### config.mk
export PLATFORM = sky130hd
export DESIGN_NAME = tafs_status
export DESIGN_NICKNAME = d
export VERILOG_FILES = /design/src/core/tafs_status.v /design/src/core/tafs_edge.v
export VERILOG_INCLUDE_DIRS = /design/src /design/src/core
export SDC_FILE = /design/constraint.sdc
export NUM_CORES = 1
export LEC_CHECK = 0
export BUFFER_PORTS_ARGS = -buffer_cell sky130_fd_sc_hd__buf_2
export CAP_MARGIN = 20
export CELL_PAD_IN_SITES_DETAIL_PLACEMENT = 1
export CELL_PAD_IN_SITES_GLOBAL_PLACEMENT = 1
export CORE_ASPECT_RATIO = 1.1
export CORE_MARGIN = 1
export CORE_UTILIZATION = 30
export CTS_BUF_LIST = sky130_fd_sc_hd__clkbuf_8 sky130_fd_sc_hd__clkbuf_16
export DETAILED_ROUTE_END_ITERATION = 7
export PLACE_DENSITY = 0.83
export RECOVER_POWER = 25
export REMOVE_ABC_BUFFERS = 1
export SYNTH_ARGS = -nofsm -noshare
export SYNTH_HDL_FRONTEND = slang
export SYNTH_SLANG_ARGS = --single-unit
### constraint.sdc
create_clock -name pclk -period 1.8 [get_ports pclk]
set_input_delay 0.18 -clock pclk [delete_from_list [all_inputs] [get_ports pclk]]
set_output_delay 0.18 -clock pclk [all_outputs]
set_load 0.01 [all_outputs]
### src/core/tafs_defs.vh
// Constants for the frame status zero register block
`ifndef TAFS_DEFS_VH
`define TAFS_DEFS_VH
`define TAFS_ADDR_STATUS0    12'h000
`define TAFS_ADDR_EVENT      12'h004
`define TAFS_ADDR_CONFIG     12'h008
`define TAFS_ADDR_CBLOCK     12'h00c
`define TAFS_BIT_FINAL       7
`define TAFS_BIT_ACK         6
`define TAFS_BIT_SHORT       5
`define TAFS_BIT_ZERO        4
`define TAFS_SHORT_LEN       16'h0008
`define TAFS_BSIZE_RESET     4'h0
`define TAFS_FRAME_LIMIT_DEF 8'h08
`define TAFS_CFG_PIGGY       0
`define TAFS_CFG_TRANSMIT_DATA_ENABLE       1
`define TAFS_CFG_ISOLATE_REQUEST        2
`endif

### src/core/tafs_status.v
// Frame status zero register with APB slave and flag tracking
//
// Notes on behaviour
// - Low four bits give buffer size code
// - Buffer size ignores writes, reads last load
// - Code loaded from control block on join
// - Short flag set when length equals eight
// - Ack pending set on reception needing reply
// - Ack pending cleared after ack sent
// - Final flag marks last frame this period
// - Five listed events set the final flag
// - End of queue never sets final flag
// - Piggyback token appended on the final frame when permitted, no ack
// - Final flag held until next frame starts
// - Bits: final, ack, short, zero, size
//
// The implementer's own choices: the APB interface to the registers and the address map.
`timescale 1ns/1ps
`include "tafs_defs.vh"
module tafs_status #(
   parameter FRAME_LIMIT_W = 8
) (
   input  wire                     pclk,
   input  wire                     presetn,
   input  wire                     psel,
   input  wire                     penable,
   input  wire                     pwrite,
   input  wire [11:0]              paddr,
   input  wire [31:0]              pwdata,
   output reg  [31:0]              prdata,
   output reg                      pready,
   output reg                      pslverr,
   input  wire                     cblock_valid,
   input  wire [3:0]               cblock_bsize,
   input  wire                     tx_frame_start,
   input  wire                     tx_active,
   input  wire [15:0]              tx_length,
   input  wire                     tx_underrun,
   input  wire                     tx_fsb_last,
   input  wire                     tx_fsb_noack,
   input  wire [FRAME_LIMIT_W-1:0] token_frame_count,
   input  wire                     rx_frame_ack_needed,
   input  wire                     ack_frame_sent,
   output reg                      append_token,
   output reg                      leave_isolate,
   output reg                      piggyback_permit,
   output reg                      transmit_data_enable,
   output reg                      isolate_request
);
   reg  [3:0]               buffer_size_code;
   reg                      short_frame_flag;
   reg                      ack_pending_flag;
   reg                      final_frame_flag;
   reg  [FRAME_LIMIT_W-1:0] token_frame_limit;
   reg                      joined;
   wire                     isolate_request_rise;
   wire                     transmit_data_enable_fall_n;
   wire                     transmit_data_enable_fall;
   wire                     setup_phase;
   wire                     access_write;
   wire                     addr_ok;
   wire                     limit_hit;
   wire                     final_set;
   wire [7:0]               status_byte;

   tafs_edge #(
      .IDLE    (1'b1)
   ) u_isolate_request (
      .pclk    (pclk),
      .presetn (presetn),
      .level   (isolate_request),
      .rise    (isolate_request_rise)
   );

   tafs_edge #(
      .IDLE    (1'b1)
   ) u_transmit_data_enable (
      .pclk    (pclk),
      .presetn (presetn),
      .level   (~transmit_data_enable),
      .rise    (transmit_data_enable_fall_n)
   );
   assign transmit_data_enable_fall = transmit_data_enable_fall_n;

   assign setup_phase  = psel & ~penable;
   assign access_write = psel & penable & pready & pwrite;
   assign addr_ok      = (paddr == `TAFS_ADDR_STATUS0) | (paddr == `TAFS_ADDR_CONFIG) |
                         (paddr == `TAFS_ADDR_CBLOCK) | (paddr == `TAFS_ADDR_EVENT);
   assign limit_hit    = (token_frame_count >= token_frame_limit);

   assign status_byte = {final_frame_flag, ack_pending_flag, short_frame_flag, 1'b0, buffer_size_code};

   assign final_set = tx_active & (isolate_request_rise | transmit_data_enable_fall | tx_fsb_last | limit_hit | tx_underrun);

   // APB slave, no wait states
   always @(posedge pclk or negedge presetn) begin
      if (!presetn) begin
         pready  <= 1'b0;
         pslverr <= 1'b0;
         prdata  <= 32'h00000000;
      end else begin
         pready  <= setup_phase;
         pslverr <= setup_phase & ~addr_ok;
         if (setup_phase) begin
            case (paddr)
               `TAFS_ADDR_STATUS0: prdata <= {24'h000000, status_byte};
               `TAFS_ADDR_CONFIG:  prdata <= {29'h00000000, isolate_request, transmit_data_enable,
                                              piggyback_permit};
               `TAFS_ADDR_EVENT:   prdata <= {{(32-FRAME_LIMIT_W){1'b0}}, token_frame_limit};
               `TAFS_ADDR_CBLOCK:  prdata <= {31'h00000000, joined};
               default:            prdata <= 32'h00000000;
            endcase
         end else begin
            prdata <= 32'h00000000;
         end
      end
   end

   // Control bits written by software
   always @(posedge pclk or negedge presetn) begin
      if (!presetn) begin
         piggyback_permit     <= 1'b0;
         transmit_data_enable <= 1'b0;
         isolate_request      <= 1'b1;
         token_frame_limit    <= `TAFS_FRAME_LIMIT_DEF;
      end else if (access_write) begin
         if (paddr == `TAFS_ADDR_CONFIG) begin
            piggyback_permit     <= pwdata[`TAFS_CFG_PIGGY];
            transmit_data_enable <= pwdata[`TAFS_CFG_TRANSMIT_DATA_ENABLE];
            isolate_request      <= pwdata[`TAFS_CFG_ISOLATE_REQUEST];
         end
         if (paddr == `TAFS_ADDR_EVENT) begin
            token_frame_limit <= pwdata[FRAME_LIMIT_W-1:0];
         end
      end
   end

   // Isolate to network transition and code load
   always @(posedge pclk or negedge presetn) begin
      if (!presetn) begin
         joined           <= 1'b0;
         leave_isolate    <= 1'b0;
         buffer_size_code <= `TAFS_BSIZE_RESET;
      end else begin
         leave_isolate <= ~isolate_request & ~joined & ~leave_isolate;
         if (isolate_request) begin
            joined <= 1'b0;
         end else if (leave_isolate & cblock_valid) begin
            joined <= 1'b1;
            buffer_size_code <= cblock_bsize;
         end
      end
   end

   // Transmit and receive flags
   always @(posedge pclk or negedge presetn) begin
      if (!presetn) begin
         short_frame_flag <= 1'b0;
         ack_pending_flag <= 1'b0;
         final_frame_flag <= 1'b0;
         append_token     <= 1'b0;
      end else begin
         if (tx_frame_start) begin
            short_frame_flag <= (tx_length == `TAFS_SHORT_LEN);
         end else if (tx_active & (tx_length == `TAFS_SHORT_LEN)) begin
            short_frame_flag <= 1'b1;
         end
         if (rx_frame_ack_needed) begin
            ack_pending_flag <= 1'b1;
         end else if (ack_frame_sent) begin
            ack_pending_flag <= 1'b0;
         end
         if (final_set) begin
            final_frame_flag <= 1'b1;
         end else if (tx_frame_start) begin
            final_frame_flag <= 1'b0;
         end
         append_token <= tx_active & (final_set | final_frame_flag) & piggyback_permit & tx_fsb_noack;
      end
   end
endmodule

### src/core/tafs_edge.v
// Rising edge detector for a same-clock level
`timescale 1ns/1ps
module tafs_edge #(
   parameter [0:0] IDLE = 1'b0
) (
   input  wire pclk,
   input  wire presetn,
   input  wire level,
   output wire rise
);
   reg last;
   always @(posedge pclk or negedge presetn) begin
      if (!presetn) begin
         last <= IDLE;
      end else begin
         last <= level;
      end
   end
   assign rise = level & ~last;
endmodule

==> metrics <==
Clock Path Buffers=2; final setup violation count=0; Clock Skews=0.00386 ns; Setup Buffers After CTS=0; DR vias=1418; Net Switching=0.000400 W; IO Count=124; first-pass GRT wire length=7070 µm; Distinct cells, synth=36; number of DRC violations after detailed-routing iteration 0=50; max cap viols=0; Arr. time, crit path=1.77 ns; vias in the first global route=1495; crit-path max cell delay=0.54 ns; RR Endpoint=final_frame_flag$_DFFE_PN0P_; unrepaired setup endpoints after global routing=no; worst-path cell chain=buf_2 > or4_4 > nor2_1 > and4_4 > mux2_4; Routed WL=4450 µm; All-Layer GR Usage=0.145; worst-margin pin slew=0.745 ns; share of power burned in the clock network=0.336; # rows=29; WHS Path Cells=2; Rel. slew slack=0.503; outcome=completed; TritonCTS clock tree=yes; Skew-Pair Late Insertion Delay=0.28 ns; reg2reg setup slack=0.27 ns; Ant. Diodes=0; CP required=1.96 ns; sequential cell area=831 µm²; total design power=0.00156 W; share of cells above drive strength 1=0.392; PortBufs=75; die area=0.00637 mm²; area of the multi-input gates=813 µm²; clock-pin slew on the worst setup and hold paths=0.06 ns; root buffer cell=clkbuf_8; Final ANT Viol Nets=0; WHS=0.0811 ns; sw frac=0.256; RePlAce Congestion=0.805; initial antenna violation count=0; f_max=0.621 GHz; P_int=0.00116 W; Avg WL per Cell=13.8 µm; CP startpoint kind=primary input; Max VDD drop=0.299 mV; power density over the cells=693 mW/mm²; Crit path max-delay family=simple AND/OR/NAND/NOR gates; Gate power share=0.143; CP bufs+invs=1; CP endpoint kind=flop; synthesized instance count=162; synthesis-stage register bit count=33; total gr overflow=0; Hold WC Path Type=primary input to flop; WHS Endpoint=ack_pending_flag$_DFFE_PN0P_; Crit-path slowest cell=or4_4; Hold Fails Final Rpt=0; # nets final=337; synth-to-layout area growth=24.1%; CTS Buf Count=5; Sink Count=33; Reg2Reg Depth=6; drt first pass iters=3; Avg Cell Area, Syn=11.2 µm²; crit path kind=primary input to flop; sequential area share after synthesis=0.458; critical hold path startpoint=rx_frame_ack_needed; fin. max-slew vios=0; P_leak=1.11 nW; register share of total power=0.521; DR DRC count=0; Tcrit/Tclk final=0.895; crit-path max FO=8; launch point of the worst reg-to-reg path=token_frame_limit[3]$_DFFE_PN1P_; number of synthesis warnings=0; Netlist Area Pre-Place=0.00182 mm²; vias per cell=4.40; Die H=83.6 µm; Initial Util=0.313; largest net degree at the start of global routing=34; CORE AREA=0.00581 mm²; min cycle time layout=1.61 ns; CTS H-Tree Depth=2; width of the die=76.2 µm; Detailed Place HPWL=3600 µm; Fillers=729
worst max path at each step:
| stage | startpoint | endpoint | slack [ns] | depth (start not counted) |
|---|---|---|---|---|
| after floorplan | paddr[5] | token_frame_limit[0]$_DFFE_PN0P_ | 0.19 | 4 |
| after global placement | paddr[5] | token_frame_limit[7]$_DFFE_PN0P_ | 0.009 | 5 |
| after detailed placement | paddr[5] | token_frame_limit[0]$_DFFE_PN0P_ | -0.009 | 5 |
| after CTS | token_frame_limit[3]$_DFFE_PN1P_ | final_frame_flag$_DFFE_PN0P_ | 0.23 | 6 |
| after global routing | paddr[5] | token_frame_limit[4]$_DFFE_PN0P_ | 0.14 | 5 |
| final | paddr[5] | token_frame_limit[6]$_DFFE_PN0P_ | 0.19 | 5 |
cell type report:
class | count | area share
clock buffers | 5 | 0.0305
clock inverters | 3 | 0.00611
inverters | 12 | 0.0200
multi-input cells | 114 | 0.361
flip-flops and latches | 33 | 0.369
well taps | 77 | 0.0428
repair buffers | 78 | 0.171
logic make-up (layout without fill, tap and decap cells):
logic type,after synthesis,in the layout,synth area share
buffers and inverters,38,98,0.138
and+or+nand+nor,42,42,0.131
muxes,22,22,0.150
other,1,24,0.00207
AOI/OAI and AO/OA,18,18,0.0662
adders and majority gates,8,8,0.0551
DFF,33,33,0.458
what timing repair did:
action / 4_1_cts / 5_1_grt
gates resized for setup: 0 / 0
setup endpoints to repair: 0 / 0
endpoints found under the hold margin: 29 / 0
hold buffers: 1 / 0
through the flow:
stage | instances | util | setup WS [ns] | TNS [ns] | instance area (µm²)
after global routing | 322 | 0.388 | 0.141 | 0 | 2250
after CTS | 322 | 0.392 | 0.228 | 0 | 2280
final | 322 | 0.388 | 0.190 | 0 | 2250
after detailed placement | 313 | 0.376 | -0.00925 | -0.0295 | 2180
after floorplan | 159 | - | 0.189 | 0 | 1700
after global placement | 313 | 0.376 | 0.00917 | 0 | 2180
flip-flops by register name, indices dropped and copies added, names as in the netlist:
signal	flops
prdata	8
token_frame_limit	8
buffer_size_code	4
ack_pending_flag	1
append_token	1
final_frame_flag	1
isolate_request	1
joined	1
leave_isolate	1
piggyback_permit	1
pready	1
pslverr	1
short_frame_flag	1
transmit_data_enable	1
u_isolate_request.last	1
u_transmit_data_enable.last	1
power by group through the flow:
stage               clock [W]  sequential (W)  combinational (W)
global route         0.000575        0.000820           0.000253
global placement            0        0.000825           0.000218
floorplan                   0        0.000816           0.000111
finish               0.000525        0.000813           0.000224
CTS                  0.000548        0.000814           0.000230
detailed placement          0        0.000827           0.000227
routing by layer:
layer  global-route usage  vias to the layer above  wire length [µm]
met2                0.269                       44              2370
met1                0.158                      691              1780
met5                    0                        -                 0
met3               0.0350                        6               225
li1                     -                      677                 -
met4               0.0577                        0                70
cells in the mapped netlist:
library cell,number,area [µm²]
dfrtp_1,29,726
buf_4,24,180
nor2_1,13,48.8
inv_1,12,45.0
mux2_2,10,113
ha_1,8,100
mux2_4,8,120
nand3_1,5,25.0
nor3_1,5,25.0
a21oi_1,4,20.0
dfstp_2,4,105
mux2i_1,4,40.0
nand2_1,4,15.0
a22oi_1,3,22.5
nor4_1,3,18.8
o21ai_0,3,15.0
nand2b_1,2,12.5
nor2b_1,2,12.5
or4_4,2,22.5
a211oi_1,1,7.51
a21boi_0,1,7.51
a21o_1,1,7.51
a22o_1,1,8.76
a2bb2oi_1,1,8.76
and4_1,1,8.76
and4_4,1,11.3
buf_12,1,20.0
buf_2,1,5.00
conb_1,1,3.75
nand3b_1,1,7.51
nor2_4,1,11.3
nor4b_1,1,8.76
o2111ai_1,1,8.76
o211ai_1,1,7.51
o22ai_1,1,6.26
or4b_1,1,10.0
cells in the final DEF, fill, tap and decap left out, types with 5 or more instances in the layout:
master / n
ha_1: 8
buf_2: 63
mux2_4: 8
inv_1: 13
conb_1: 24
clkbuf_8: 5
nand3_1: 5
dfrtp_1: 29
clkbuf_1: 12
mux2_2: 10
nor2_1: 14
nor3_1: 5
No activity file was read; power rests on OpenSTA's default activity.
